==> config.mk <==
export PLATFORM = sky130hd
export DESIGN_NAME = dbc_regs
export DESIGN_NICKNAME = d
export VERILOG_FILES = /design/src/verilog/dbc_pkg.sv /design/src/verilog/dbc_ramp.sv /design/src/verilog/dbc_regs.sv
export VERILOG_INCLUDE_DIRS = /design/src /design/src/verilog
export SDC_FILE = /design/constraint.sdc
export NUM_CORES = 1
export LEC_CHECK = 0
export BUFFER_PORTS_ARGS = -buffer_cell sky130_fd_sc_hd__buf_2
export CAP_MARGIN = 20
export CORE_MARGIN = 2
export CORE_UTILIZATION = 50
export CTS_CLUSTER_SIZE = 30
export DETAILED_ROUTE_END_ITERATION = 12
export MAX_ROUTING_LAYER = met4
export PLACE_DENSITY = 0.77
export SLEW_MARGIN = 15
export SYNTH_ARGS = -nofsm -noshare
export SYNTH_HDL_FRONTEND = slang
export SYNTH_HIERARCHICAL = 1
export SYNTH_SLANG_ARGS = --single-unit
==> constraint.sdc <==
create_clock -name clk_sys -period 10.75 [get_ports clk_sys]
set_input_delay 2.15 -clock clk_sys [delete_from_list [all_inputs] [get_ports clk_sys]]
set_output_delay 2.15 -clock clk_sys [all_outputs]
set_load 0.02 [all_outputs]
==> src/verilog/dbc_consts.svh <==
// offsets, field positions, reset values and timing counts of the converter control registers
`ifndef DBC_CONSTS_SVH
`define DBC_CONSTS_SVH

`define DBC_OFS_C0_MODE      8'h02
`define DBC_OFS_C0_LIMSLEW   8'h03
`define DBC_OFS_C1_MODE      8'h04
`define DBC_OFS_C1_LIMSLEW   8'h05
`define DBC_OFS_C0_VCODE     8'h06
`define DBC_OFS_C1_VCODE     8'h07

`define DBC_BIT_FORCED_PWM   3
`define DBC_BIT_DISCHARGE    2
`define DBC_BIT_PIN_GATING   1
`define DBC_BIT_SW_ENABLE    0
`define DBC_ILIM_HI          5
`define DBC_ILIM_LO          3
`define DBC_SLEW_HI          2
`define DBC_SLEW_LO          0

`define DBC_RST_MODE         8'h07
`define DBC_RST_C0_LIMSLEW   8'h1A
`define DBC_RST_C1_LIMSLEW   8'h1B
`define DBC_RST_C0_VCODE     8'hB1
`define DBC_RST_C1_VCODE     8'h93

`define DBC_VCODE_RSV_MAX    8'h13
`define DBC_VCODE_SEG1_MAX   8'h17
`define DBC_VCODE_SEG2_MAX   8'h9D
`define DBC_SLEW_RSV_MAX     3'h1
`define DBC_ILIM_MAX         3'h3

`define DBC_SLEW_TICK_NS     1000
`define DBC_CLK_NS           8
`define DBC_SLEW_TICK_CYC    (`DBC_SLEW_TICK_NS / `DBC_CLK_NS)

`endif

==> src/verilog/dbc_pkg.sv <==
// types shared by the converter control register bank
package dbc_pkg;
    typedef logic [7:0] dbc_byte_t;
    typedef logic [15:0] dbc_uv_t;
endpackage

==> src/verilog/dbc_ramp.sv <==
// voltage ramp generator for one converter: steps the applied target toward the code set point
`timescale 1ns/1ps
`default_nettype none
`include "dbc_consts.svh"

module dbc_ramp
(
    input  wire logic           clk_sys,
    input  wire logic           resetn,
    input  wire logic           tick,
    input  wire logic [2:0]     ramp_rate,
    input  wire logic [7:0]     target_code,
    input  wire logic [7:0]     reset_code,
    output logic      [7:0]     applied_code,
    output logic                ramping
);

    // dividing ratio between ramp steps, slower codes step less often; code 7 needs 32, so six bits
    function automatic logic [5:0] dbc_rate_div(input logic [2:0] r);
        dbc_rate_div = (r <= `DBC_SLEW_RSV_MAX) ? 6'h01 : 6'(6'h01 << 3'(r - 3'h2));
    endfunction

    logic [7:0] code_reg;
    logic [7:0] code_next;
    logic [5:0] div_reg;
    logic [5:0] div_next;
    logic       init_reg;
    logic       init_next;

    // one code step per divided tick, up or down at the same rate
    always_comb
    begin
        code_next = code_reg;
        div_next  = div_reg;
        init_next = 1'b1;
        if (!init_reg)
        begin
            code_next = reset_code;
            div_next  = 6'h00;
        end
        else if (tick)
        begin
            if (div_reg + 6'h01 >= dbc_rate_div(ramp_rate))
            begin
                div_next = 6'h00;
                if (code_reg < target_code)
                    code_next = code_reg + 8'h01; // rising
                else if (code_reg > target_code)
                    code_next = code_reg - 8'h01; // falling
            end
            else
                div_next = div_reg + 6'h01;
        end
    end

    // state registers
    always_ff @(posedge clk_sys or negedge resetn)
    begin
        if (!resetn)
        begin
            code_reg <= 8'h00;
            div_reg  <= 6'h00;
            init_reg <= 1'b0;
        end
        else
        begin
            code_reg <= code_next;
            div_reg  <= div_next;
            init_reg <= init_next;
        end
    end

    assign applied_code = code_reg;
    assign ramping      = init_reg && (code_reg != target_code);

    // a step that is taken must be one code toward the target
    property p_ramp_dir;
        @(posedge clk_sys) disable iff (!resetn)
        (init_reg && $past(init_reg) && $changed(code_reg)) |->
            (($past(code_reg) < $past(target_code)) ? (code_reg == $past(code_reg) + 8'h01)
                                                     : (code_reg == $past(code_reg) - 8'h01));
    endproperty
    a_ramp_dir: assert property (p_ramp_dir) else $error("ramp step not one code");

endmodule
`default_nettype wire

==> src/verilog/dbc_regs.sv <==
// register bank and control decode for two step-down converters
`timescale 1ns/1ps
`default_nettype none
`include "dbc_consts.svh"

// Function
// - mode bit3: auto PFM/PWM or forced PWM
// - bit2 connects discharge resistor while disabled
// - bit1 set: enable needs pin too
// - bit0 software enable, resets set
// - current limit bits5:3, reset code three
// - current limit writes apply while running
// - slew field bits2:0, per-converter reset
// - slew governs rising and falling ramps
// - eight-bit voltage code, low codes reserved
// - codes 0x14-0x17: 0.7V, 10mV steps
// - codes 0x18-0x9D: 0.735V, 5mV steps
// - codes 0x9E-0xFF: 1.42V, 20mV steps
module dbc_regs
(
    input  wire logic           clk_sys,
    input  wire logic           resetn,
    input  wire logic [7:0]     reg_addr,
    input  wire logic           reg_wr,
    input  wire logic [7:0]     reg_wdata,
    output logic      [7:0]     reg_rdata,
    output logic                reg_hit,
    input  wire logic           en_pin,
    output logic      [1:0]     conv_forced_pwm,
    output logic      [1:0]     conv_discharge_on,
    output logic      [1:0]     conv_run,
    output logic      [5:0]     conv_current_limit,
    output logic      [5:0]     conv_ramp_rate,
    output logic      [15:0]    conv_applied_code,
    output logic      [31:0]    conv_target_uv,
    output logic      [1:0]     conv_ramping,
    output logic      [1:0]     conv_code_reserved
);

    // code to 100 uV units, three linear segments; reserved codes give zero
    function automatic dbc_pkg::dbc_uv_t dbc_code_uv(input logic [7:0] c);
        if (c <= `DBC_VCODE_RSV_MAX)
            dbc_code_uv = 16'h0000;
        else if (c <= `DBC_VCODE_SEG1_MAX)
            dbc_code_uv = 16'(32'd700000 / 32'd100 + (32'(c) - 32'h14) * 32'd100);
        else if (c <= `DBC_VCODE_SEG2_MAX)
            dbc_code_uv = 16'(32'd7350 + (32'(c) - 32'h18) * 32'd50);
        else
            dbc_code_uv = 16'(32'd14200 + (32'(c) - 32'h9E) * 32'd200);
    endfunction

    logic [7:0] mode0_reg, mode0_next;
    logic [7:0] mode1_reg, mode1_next;
    logic [7:0] ls0_reg,   ls0_next;
    logic [7:0] ls1_reg,   ls1_next;
    logic [7:0] vc0_reg,   vc0_next;
    logic [7:0] vc1_reg,   vc1_next;
    logic       pin_meta_reg;
    logic       pin_sync_reg;
    logic [7:0] rdata_reg, rdata_next;
    logic       tick;
    logic [7:0] ramp_code0;
    logic [7:0] ramp_code1;

    ////////////////////////////////////////////////////////////////////////
    // register writes: whole byte stored, reserved bits included
    always_comb
    begin
        mode0_next = mode0_reg;
        mode1_next = mode1_reg;
        ls0_next   = ls0_reg;
        ls1_next   = ls1_reg;
        vc0_next   = vc0_reg;
        vc1_next   = vc1_reg;
        if (reg_wr)
        begin
            case (reg_addr)
                `DBC_OFS_C0_MODE:    mode0_next = reg_wdata;
                `DBC_OFS_C1_MODE:    mode1_next = reg_wdata;
                `DBC_OFS_C0_LIMSLEW: ls0_next   = reg_wdata; // accepted any time
                `DBC_OFS_C1_LIMSLEW: ls1_next   = reg_wdata; // accepted any time
                `DBC_OFS_C0_VCODE:   vc0_next   = reg_wdata;
                `DBC_OFS_C1_VCODE:   vc1_next   = reg_wdata;
                default:             ;
            endcase
        end
    end

    // read mux, registered; unmapped reads zero
    always_comb
    begin
        case (reg_addr)
            `DBC_OFS_C0_MODE:    rdata_next = mode0_reg;
            `DBC_OFS_C1_MODE:    rdata_next = mode1_reg;
            `DBC_OFS_C0_LIMSLEW: rdata_next = ls0_reg;
            `DBC_OFS_C1_LIMSLEW: rdata_next = ls1_reg;
            `DBC_OFS_C0_VCODE:   rdata_next = vc0_reg;
            `DBC_OFS_C1_VCODE:   rdata_next = vc1_reg;
            default:             rdata_next = 8'h00;
        endcase
    end

    assign reg_hit   = (reg_addr >= `DBC_OFS_C0_MODE) && (reg_addr <= `DBC_OFS_C1_VCODE);
    assign reg_rdata = rdata_reg;

    // register state with documented defaults
    always_ff @(posedge clk_sys or negedge resetn)
    begin
        if (!resetn)
        begin
            mode0_reg <= `DBC_RST_MODE;
            mode1_reg <= `DBC_RST_MODE;
            ls0_reg   <= `DBC_RST_C0_LIMSLEW;
            ls1_reg   <= `DBC_RST_C1_LIMSLEW;
            vc0_reg   <= `DBC_RST_C0_VCODE;
            vc1_reg   <= `DBC_RST_C1_VCODE;
            rdata_reg <= 8'h00;
        end
        else
        begin
            mode0_reg <= mode0_next;
            mode1_reg <= mode1_next;
            ls0_reg   <= ls0_next;
            ls1_reg   <= ls1_next;
            vc0_reg   <= vc0_next;
            vc1_reg   <= vc1_next;
            rdata_reg <= rdata_next;
        end
    end

    ////////////////////////////////////////////////////////////////////////
    // enable pin synchroniser
    always_ff @(posedge clk_sys or negedge resetn)
    begin
        if (!resetn)
        begin
            pin_meta_reg <= 1'b0;
            pin_sync_reg <= 1'b0;
        end
        else
        begin
            pin_meta_reg <= en_pin;
            pin_sync_reg <= pin_meta_reg;
        end
    end

    // microsecond tick for the ramp generators
    logic [7:0] tdiv_reg, tdiv_next;
    always_comb
    begin
        tdiv_next = (tdiv_reg == 8'(`DBC_SLEW_TICK_CYC - 1)) ? 8'h00 : tdiv_reg + 8'h01;
    end
    always_ff @(posedge clk_sys or negedge resetn)
    begin
        if (!resetn)
            tdiv_reg <= 8'h00;
        else
            tdiv_reg <= tdiv_next;
    end
    assign tick = (tdiv_reg == 8'(`DBC_SLEW_TICK_CYC - 1));

    ////////////////////////////////////////////////////////////////////////
    // control decode to the analogue side; bits 7:4 / 7:6 drive nothing
    assign conv_forced_pwm    = {mode1_reg[`DBC_BIT_FORCED_PWM], mode0_reg[`DBC_BIT_FORCED_PWM]};
    assign conv_run[0] = mode0_reg[`DBC_BIT_SW_ENABLE] &&
                         (!mode0_reg[`DBC_BIT_PIN_GATING] || pin_sync_reg);
    assign conv_run[1] = mode1_reg[`DBC_BIT_SW_ENABLE] &&
                         (!mode1_reg[`DBC_BIT_PIN_GATING] || pin_sync_reg);
    assign conv_discharge_on  = {mode1_reg[`DBC_BIT_DISCHARGE] && !conv_run[1],
                                 mode0_reg[`DBC_BIT_DISCHARGE] && !conv_run[0]};
    assign conv_current_limit = {ls1_reg[`DBC_ILIM_HI:`DBC_ILIM_LO],
                                 ls0_reg[`DBC_ILIM_HI:`DBC_ILIM_LO]}; // live, no disable needed
    assign conv_ramp_rate     = {ls1_reg[`DBC_SLEW_HI:`DBC_SLEW_LO],
                                 ls0_reg[`DBC_SLEW_HI:`DBC_SLEW_LO]};
    assign conv_code_reserved = {vc1_reg <= `DBC_VCODE_RSV_MAX, vc0_reg <= `DBC_VCODE_RSV_MAX};
    assign conv_target_uv     = {dbc_code_uv(ramp_code1), dbc_code_uv(ramp_code0)};
    assign conv_applied_code  = {ramp_code1, ramp_code0};

    // ramp generators, one per converter
    dbc_ramp u_ramp0
    (
        .clk_sys      (clk_sys),
        .resetn       (resetn),
        .tick         (tick),
        .ramp_rate    (ls0_reg[`DBC_SLEW_HI:`DBC_SLEW_LO]),
        .target_code  (vc0_reg),
        .reset_code   (`DBC_RST_C0_VCODE),
        .applied_code (ramp_code0),
        .ramping      (conv_ramping[0])
    );

    dbc_ramp u_ramp1
    (
        .clk_sys      (clk_sys),
        .resetn       (resetn),
        .tick         (tick),
        .ramp_rate    (ls1_reg[`DBC_SLEW_HI:`DBC_SLEW_LO]),
        .target_code  (vc1_reg),
        .reset_code   (`DBC_RST_C1_VCODE),
        .applied_code (ramp_code1),
        .ramping      (conv_ramping[1])
    );

    ////////////////////////////////////////////////////////////////////////
    // assertions
    property p_mode_default;
        @(posedge clk_sys) $rose(resetn) |-> mode0_reg == 8'h07 && mode1_reg == 8'h07;
    endproperty
    a_mode_default: assert property (p_mode_default) else $error("mode default wrong");

    property p_fpwm;
        @(posedge clk_sys) disable iff (!resetn)
        conv_forced_pwm[0] == mode0_reg[3] && conv_forced_pwm[1] == mode1_reg[3];
    endproperty
    a_fpwm: assert property (p_fpwm) else $error("forced pwm mismatch");

    property p_discharge;
        @(posedge clk_sys) disable iff (!resetn)
        conv_discharge_on[0] |-> !conv_run[0] && mode0_reg[2];
    endproperty
    a_discharge: assert property (p_discharge) else $error("discharge while running");

    property p_gating;
        @(posedge clk_sys) disable iff (!resetn)
        (mode0_reg[1] && !pin_sync_reg) |-> !conv_run[0];
    endproperty
    a_gating: assert property (p_gating) else $error("gated converter running");

    property p_ungated;
        @(posedge clk_sys) disable iff (!resetn)
        !mode1_reg[1] |-> conv_run[1] == mode1_reg[0];
    endproperty
    a_ungated: assert property (p_ungated) else $error("ungated enable mismatch");

    property p_ilim_live;
        @(posedge clk_sys) disable iff (!resetn)
        (reg_wr && reg_addr == 8'h03 && conv_run[0]) |=> conv_current_limit[2:0] == $past(reg_wdata[5:3]);
    endproperty
    a_ilim_live: assert property (p_ilim_live) else $error("limit not applied");

    property p_slew_default;
        @(posedge clk_sys) $rose(resetn) |-> conv_ramp_rate == 6'h1A && conv_current_limit == 6'h1B;
    endproperty
    a_slew_default: assert property (p_slew_default) else $error("limit/slew default wrong");

    property p_vcode_default;
        @(posedge clk_sys) $rose(resetn) |-> vc0_reg == 8'hB1;
    endproperty
    a_vcode_default: assert property (p_vcode_default) else $error("voltage default wrong");

    property p_rsv_store;
        @(posedge clk_sys) disable iff (!resetn)
        (reg_wr && reg_addr == 8'h02) |=> mode0_reg == $past(reg_wdata);
    endproperty
    a_rsv_store: assert property (p_rsv_store) else $error("byte not stored");

    property p_uv_seg;
        @(posedge clk_sys) disable iff (!resetn)
        ramp_code0 == 8'h9D |-> conv_target_uv[15:0] == 16'd14000;
    endproperty
    a_uv_seg: assert property (p_uv_seg) else $error("5mV segment end wrong");

    property p_uv_low;
        @(posedge clk_sys) disable iff (!resetn)
        ramp_code0 == 8'h14 |-> conv_target_uv[15:0] == 16'd7000;
    endproperty
    a_uv_low: assert property (p_uv_low) else $error("lowest code voltage wrong");

    property p_uv_seg3;
        @(posedge clk_sys) disable iff (!resetn)
        ramp_code0 == 8'h9E |-> conv_target_uv[15:0] == 16'd14200;
    endproperty
    a_uv_seg3: assert property (p_uv_seg3) else $error("20mV segment start wrong");

    property p_uv_top;
        @(posedge clk_sys) disable iff (!resetn)
        ramp_code0 == 8'hFF |-> conv_target_uv[15:0] == 16'd33600;
    endproperty
    a_uv_top: assert property (p_uv_top) else $error("top code voltage wrong");

    property p_discharge_idle;
        @(posedge clk_sys) disable iff (!resetn)
        (mode0_reg[2] && !conv_run[0]) |-> conv_discharge_on[0];
    endproperty
    a_discharge_idle: assert property (p_discharge_idle) else $error("discharge missing while off");

    property p_gating1;
        @(posedge clk_sys) disable iff (!resetn)
        (mode1_reg[1] && !pin_sync_reg) |-> !conv_run[1];
    endproperty
    a_gating1: assert property (p_gating1) else $error("gated converter 1 running");

    property p_ilim_live1;
        @(posedge clk_sys) disable iff (!resetn)
        (reg_wr && reg_addr == 8'h05 && conv_run[1]) |=> conv_current_limit[5:3] == $past(reg_wdata[5:3]);
    endproperty
    a_ilim_live1: assert property (p_ilim_live1) else $error("limit 1 not applied");

    property p_rdata_vcode;
        @(posedge clk_sys) disable iff (!resetn)
        reg_addr == `DBC_OFS_C0_VCODE |=> reg_rdata == $past(vc0_reg);
    endproperty
    a_rdata_vcode: assert property (p_rdata_vcode) else $error("voltage code read wrong");

endmodule
`default_nettype wire

==> impl_metrics.py, run 1 <==
metrics = {
    "cts": {
        "clockBufferDepth": 2,
        "root_buffer": "clkbuf_16",
        "cts_setup_buffers": 0,
        "clk_pin_slew_worst_paths_ns": 0.07,
        "clkLatencyLatePin_ns": 0.34,
        "hold_buffers": 0,
        "numCtsBuffers": 9,
        "cts_sinks": 96,
        "cts-resized-gates": 0,
        "cts_max_level": 3,
        "cts_tree": "built",
    },
    "synthesis": {
        "synth_edf_count": 0,
        "ys.flop_type": "dfrtp_1",
        "netlist_area_um2": 13700,
        "async_flop_share": 1.00,
        "synth_top_area_cell": "ha_1",
        "yosys-top-cells-area": "ha_1, dfrtp_1, fa_1",
        "ys_ff_latch": 96,
        "synth.most_common_cell": "inv_1",
        "syn-mean-instance-area_um2": 8.65,
        "synth_cell_types": 90,
        "synthCells": 1581,
        "yosys-top-cells-count": "inv_1, ha_1, nor2_1",
        "yosysSeqAreaShare": 0.177,
        "synth_top_area_frac": 0.196,
        "yosysWarnings": 6,
    },
    "drt": {
        "drtPass1Iterations": 5,
        "ant_nets": 0,
        "drcViolationCount": 0,
        "drtIter0Drc": 819,
        "wl_per_cell_um": 15.8,
        "vias": 11367,
        "routed_wl_um": 31500,
        "viasPerCell": 5.68,
    },
    "timing": {
        "finalSetupTns_ns": 0,
        "worst_slew_pin_slew_ns": 1.09,
        "period_share": 0.724,
        "skew_ns": 0.0156,
        "max_slew_margin": 0.271,
        "period_minus_slack_ns": 7.79,
        "rsz0062_at_grt": "no",
        "hold_violations": 0,
        "setup_viol": 0,
        "fin_ws_ns": 2.96,
        "finalMaxSlewViolations": 0,
        "max_freq_ghz": 0.128,
    },
    "worst_hold_path": {
        "hold_path.class": "reg -> reg",
        "worstHoldStart": "pin_meta_reg",
    },
    "grt": {
        "antenna_found_initial": 0,
        "grt_pass1_wl_um": 53000,
        "gr-total-overflow": 0,
        "grt_pass1_vias": 11069,
        "grt_max_degree": 73,
        "track_usage": 0.227,
    },
    "critical_path": {
        "critPathMaxFanout": 13,
        "reg2reg_slack_ns": 7.08,
        "worst_r2r_startpoint": "u_ramp1/applied_code[1]",
        "critPathLaunchType": "flop",
        "cp-end-kind": "output port",
        "cp.arrival_ns": 5.64,
        "worstPathRequired_ns": 8.60,
        "crit_path_start": "u_ramp0/applied_code[3]",
        "worstSetupPathType": "reg -> out",
    },
    "pwr": {
        "clockPowerShare": 0.077,
        "max-vdd-ir-drop_mv": 0.172,
        "power.net_switching_w": 0.00238,
        "pwr-share-seq": 0.095,
        "leakage_nw": 7.22,
        "p_int_w": 0.00214,
        "power_frac_comb": 0.829,
        "netSwitchingFraction": 0.526,
        "power_density_nw_per_um2": 308,
    },
    "die": {
        "core.rowCount": 60,
        "io_pins": 99,
        "core-area_um2": 26900,
        "start_util": 0.509,
        "die_y_um": 169,
        "dieArea_um2": 28700,
        "die_x_um": 169,
    },
    "placement": {
        "port_buffers": 96,
        "gp_congestion": 0.901,
        "place_area_um2": 14400,
        "dpl.hpwl_um": 24900,
        "place_ws_ns": 3.34,
    },
    "cells_and_area": {
        "synthToLayoutAreaGrowth_pct": 7.47,
        "final_cell_area_um2": 14700,
        "drive_above_1_share": 0.138,
        "n_antenna_cell": 0,
        "final_nets": 1939,
        "fin_util": 0.547,
    },
    "status": {
        "status": "finished, final reports clean",
    },
    "flow_run": {
        "maxCapViolCount": 0,
    },
}
==> cells by family (layout without fill, tap and decap cells) <==
family	count (synthesis)	after routing	share of synthesized area
simple gates	373	373	0.138
fa+ha+maj	264	264	0.269
compound gates	350	350	0.184
mux	63	63	0.0510
buf+inv	286	349	0.0874
xor+xnor	145	145	0.0928
other cells	4	20	0.00110
flops	96	96	0.177
==> final timing paths <==
kind                                            to  cells after the start
max in group asynchronous               ls0_reg[6]                      2
setup / recovery                conv_target_uv[15]                     20
hold reg to reg                       pin_sync_reg                      0
min in group asynchronous  u_ramp0/applied_code[6]                      1
setup reg to reg           u_ramp1/applied_code[7]                     12
hold / removal                        pin_sync_reg                      0
==> routing by layer <==
| layer | vias to the layer above | part of all wire | track usage | routed length, µm |
|---|---|---|---|---|
| met2 | 261 | 0.46 | 0.370 | 14600 |
| li1 | 5610 | - | - | - |
| met3 | 45 | 0.034 | 0.0182 | 1070 |
| met1 | 5451 | 0.48 | 0.308 | 15200 |
| met5 | - | 0 | - | 0 |
| met4 | 0 | 0.020 | 0.0587 | 629 |
==> cell type report <==
class / count / area, µm²
Fill cell: 2367 / 12200
Multi-Input combinational cell: 1215 / 10100
Sequential cell: 96 / 2430
Inverter: 231 / 867
Timing Repair Buffer: 102 / 532
Tap cell: 341 / 427
Clock buffer: 10 / 229
Clock inverter: 6 / 91.3
==> power by group through the flow <==
stage	combinational (W)	clock [W]	sequential, W
6_report	0.00375	0.000346	0.000428
5_1_grt	0.00420	0.000366	0.000432
4_1_cts	0.00373	0.000350	0.000427
3_5_place_dp	0.00371	0	0.000434
3_3_place_gp	0.00362	0	0.000432
2_1_floorplan	0.00294	0	0.000420
==> metrics by stage <==
stage	hold WS [ns]	std cells	power, W
2_1_floorplan	0.331	1597	0.00336
3_3_place_gp	0.335	1984	0.00405
3_5_place_dp	0.338	1984	0.00414
4_1_cts	0.354	2000	0.00451
5_1_grt	0.355	2001	0.00500
6_report	0.356	2001	0.00452
==> placed cells by master, fill, tap and decap left out, drive strengths merged, types with 7 or more instances in the layout <==
| cell | n |
|---|---|
| a211oi | 42 |
| mux2 | 54 |
| buf | 102 |
| o221ai | 16 |
| nor3b | 16 |
| dfrtp | 75 |
| a21oi | 76 |
| nand3 | 38 |
| a21o | 17 |
| xor2 | 70 |
| or3 | 11 |
| a2111oi | 8 |
| a221oi | 7 |
| nor2b | 25 |
| a22o | 12 |
| mux2i | 9 |
| inv | 233 |
| xnor2 | 75 |
| o21ai | 54 |
| and3 | 14 |
| o31ai | 9 |
| conb | 20 |
| nand2 | 94 |
| a31oi | 8 |
| or2 | 7 |
| fa | 50 |
| clkbuf | 10 |
| ha | 214 |
| o211ai | 7 |
| nand2b | 14 |
| dfstp | 21 |
| o21bai | 8 |
| o21a | 19 |
| nor3 | 22 |
| nor2 | 102 |
| a21boi | 9 |
| o2111ai | 8 |
==> critical path, cell delays in order (launching register included) <==
cell	delay (ns)
dfrtp_1	0.68
inv_1	0.27
ha_1	0.27
a21oi_1	0.19
nor2b_1	0.18
xor2_1	0.50
ha_1	0.33
ha_1	0.28
inv_1	0.05
fa_1	0.49
inv_1	0.04
ha_1	0.29
o21ai_0	0.15
a21boi_0	0.30
a2bb2oi_1	0.21
xnor2_1	0.12
a211oi_1	0.28
xnor2_1	0.18
nand2_1	0.08
a31oi_1	0.22
buf_2	0.19
(Power assumes the default switching activity.)
==> run 2, diff against run 1 <==
clock period = 7.89 ns   (was 10.75 ns; I/O delays follow)
==> run 2 against run 1 <==
First-iteration DRC count increased by 2.8%; cell area decreased by 0.31%; combinational power increased by 37%; sequential power increased by 36%; register-to-register slack got worse by 2.8 ns; flip-flop and latch count unchanged; final cell count about the same; sequential share of layout area increased by 0.052 points; critical path type unchanged; largest power group unchanged.
==> impl_metrics.py, run 2 (same netlist as run 1, synthesis figures left out) <==
metrics = {
    "cts": {
        "cts_tree": "built",
        "clockBufferDepth": 2,
        "numCtsBuffers": 9,
        "cts_max_level": 3,
        "clkLatencyLatePin_ns": 0.35,
        "clk_pin_slew_worst_paths_ns": 0.06,
        "cts-resized-gates": 0,
        "hold_buffers": 0,
        "cts_setup_buffers": 0,
        "cts_sinks": 96,
        "root_buffer": "clkbuf_16",
    },
    "critical_path": {
        "critPathLaunchType": "flop",
        "cp-end-kind": "output port",
        "worstPathRequired_ns": 6.31,
        "cp.arrival_ns": 5.62,
        "critPathMaxFanout": 13,
        "worstSetupPathType": "reg -> out",
    },
    "drt": {
        "drtPass1Iterations": 5,
        "drcViolationCount": 0,
        "ant_nets": 0,
        "wl_per_cell_um": 15.7,
        "drtIter0Drc": 842,
        "routed_wl_um": 31400,
        "viasPerCell": 5.73,
        "vias": 11463,
    },
    "cells_and_area": {
        "n_antenna_cell": 0,
        "drive_above_1_share": 0.137,
        "final_nets": 1940,
        "final_cell_mix": "inv_1, ha_1, nor2_1",
        "fin_util": 0.545,
        "stdcell_count": 2002,
        "synthToLayoutAreaGrowth_pct": 7.13,
        "final_common_cell": "inv_1",
    },
    "placement": {
        "dp_cells": 1985,
        "gp_congestion": 0.900,
        "dpl.hpwl_um": 25100,
        "port_buffers": 96,
    },
    "die": {
        "dieArea_um2": 28700,
        "core.rowCount": 60,
        "start_util": 0.509,
        "io_pins": 99,
        "core-area_um2": 26900,
        "die_x_um": 169,
        "die_y_um": 169,
    },
    "pwr": {
        "power_frac_comb": 0.839,
        "p_int_w": 0.00286,
        "pwr-share-seq": 0.095,
        "clockPowerShare": 0.066,
        "power_density_nw_per_um2": 417,
        "power.net_switching_w": 0.00325,
        "netSwitchingFraction": 0.532,
        "leakage_nw": 7.19,
        "max-vdd-ir-drop_mv": 0.225,
    },
    "timing": {
        "worst_slew_pin_slew_ns": 1.07,
        "finalMaxSlewViolations": 0,
        "skew_ns": 0.0102,
        "hold_violations": 0,
        "rsz0062_at_grt": "no",
        "finalSetupTns_ns": 0,
        "period_minus_slack_ns": 7.20,
        "max_slew_margin": 0.286,
        "period_share": 0.912,
        "setup_viol": 0,
        "max_freq_ghz": 0.139,
    },
    "status": {
        "status": "finished, final reports clean",
    },
    "grt": {
        "gr-total-overflow": 0,
        "antenna_found_initial": 0,
        "grt_pass1_wl_um": 53800,
        "grt_pass1_vias": 11311,
        "track_usage": 0.230,
        "grt_max_degree": 73,
    },
    "worst_hold_path": {
        "hold_path.class": "reg -> reg",
    },
    "flow_run": {
        "maxCapViolCount": 0,
    },
}
==> run 2: cell types whose count changed in the layout (fill, tap and decap cells not counted) <==
cell,before,now
bufinv_16,2,0
clkbuf_1,1,3
buf_4,6,7
clkinvlp_4,0,1
inv_6,2,1
==> run 2: critical path, cell delays in order (launching register included) <==
cell and delay (ns):
dfrtp_1 0.68, inv_1 0.27, ha_1 0.26, a21oi_1 0.18, nor2b_1 0.18, xor2_1 0.46, ha_1 0.33, ha_1 0.28
inv_1 0.05, fa_1 0.49, inv_1 0.04, ha_1 0.29, o21ai_0 0.14, a21boi_0 0.29, a2bb2oi_1 0.22, xnor2_1 0.12
a211oi_1 0.29, xnor2_1 0.19, nand2_1 0.08, a31oi_1 0.23, buf_2 0.19
==> run 2: final timing paths <==
kind	slack, ns	end	depth (start not counted)	from
min in group asynchronous	1.14	u_ramp0/applied_code[6]	1	resetn
worst min-delay path	0.35	pin_sync_reg	0	pin_meta_reg
worst max register to register	4.28	u_ramp1/applied_code[6]	12	u_ramp1/applied_code[1]
max in group asynchronous	5.55	ls0_reg[2]	2	resetn
worst max-delay path	0.69	conv_target_uv[15]	20	u_ramp0/applied_code[3]
worst min register to register	0.35	pin_sync_reg	0	pin_meta_reg
==> run 2: per-layer routing <==
metal	track usage	routed length, µm
met2	0.380	14900
met5	-	0
met3	0.0170	1120
met4	0.0502	475
met1	0.310	14900
==> run 2: final cells by class <==
cell class | instances | area, µm²
clock buffer | 12 | 236
clock inverter | 4 | 30.0
fill | 2418 | 12200
inverter | 231 | 867
multi-input combinational | 1215 | 10100
sequential | 96 | 2430
tap | 341 | 427
timing repair buffer | 103 | 539
==> run 2: per-stage QoR <==
stage / total power [W] / cell area, µm² / hold WS, ns / setup WS [ns]
detailed placement: 0.00566 / 14400 / 0.338 / 1.10
global route: 0.00675 / 14700 / 0.355 / 0.216
global placement: 0.00552 / 14400 / 0.335 / 1.23
finish: 0.00611 / 14700 / 0.350 / 0.693
CTS: 0.00608 / 14600 / 0.353 / 0.735
floorplan: 0.00458 / 13700 / 0.331 / 1.55
==> run 2: power by group through the flow <==
stage | registers, W | logic [W] | clock network, W
floorplan | 0.000573 | 0.00400 | 0
detailed placement | 0.000589 | 0.00507 | 0
global route | 0.000586 | 0.00574 | 0.000429
global placement | 0.000587 | 0.00493 | 0
finish | 0.000581 | 0.00513 | 0.000401
CTS | 0.000580 | 0.00509 | 0.000407
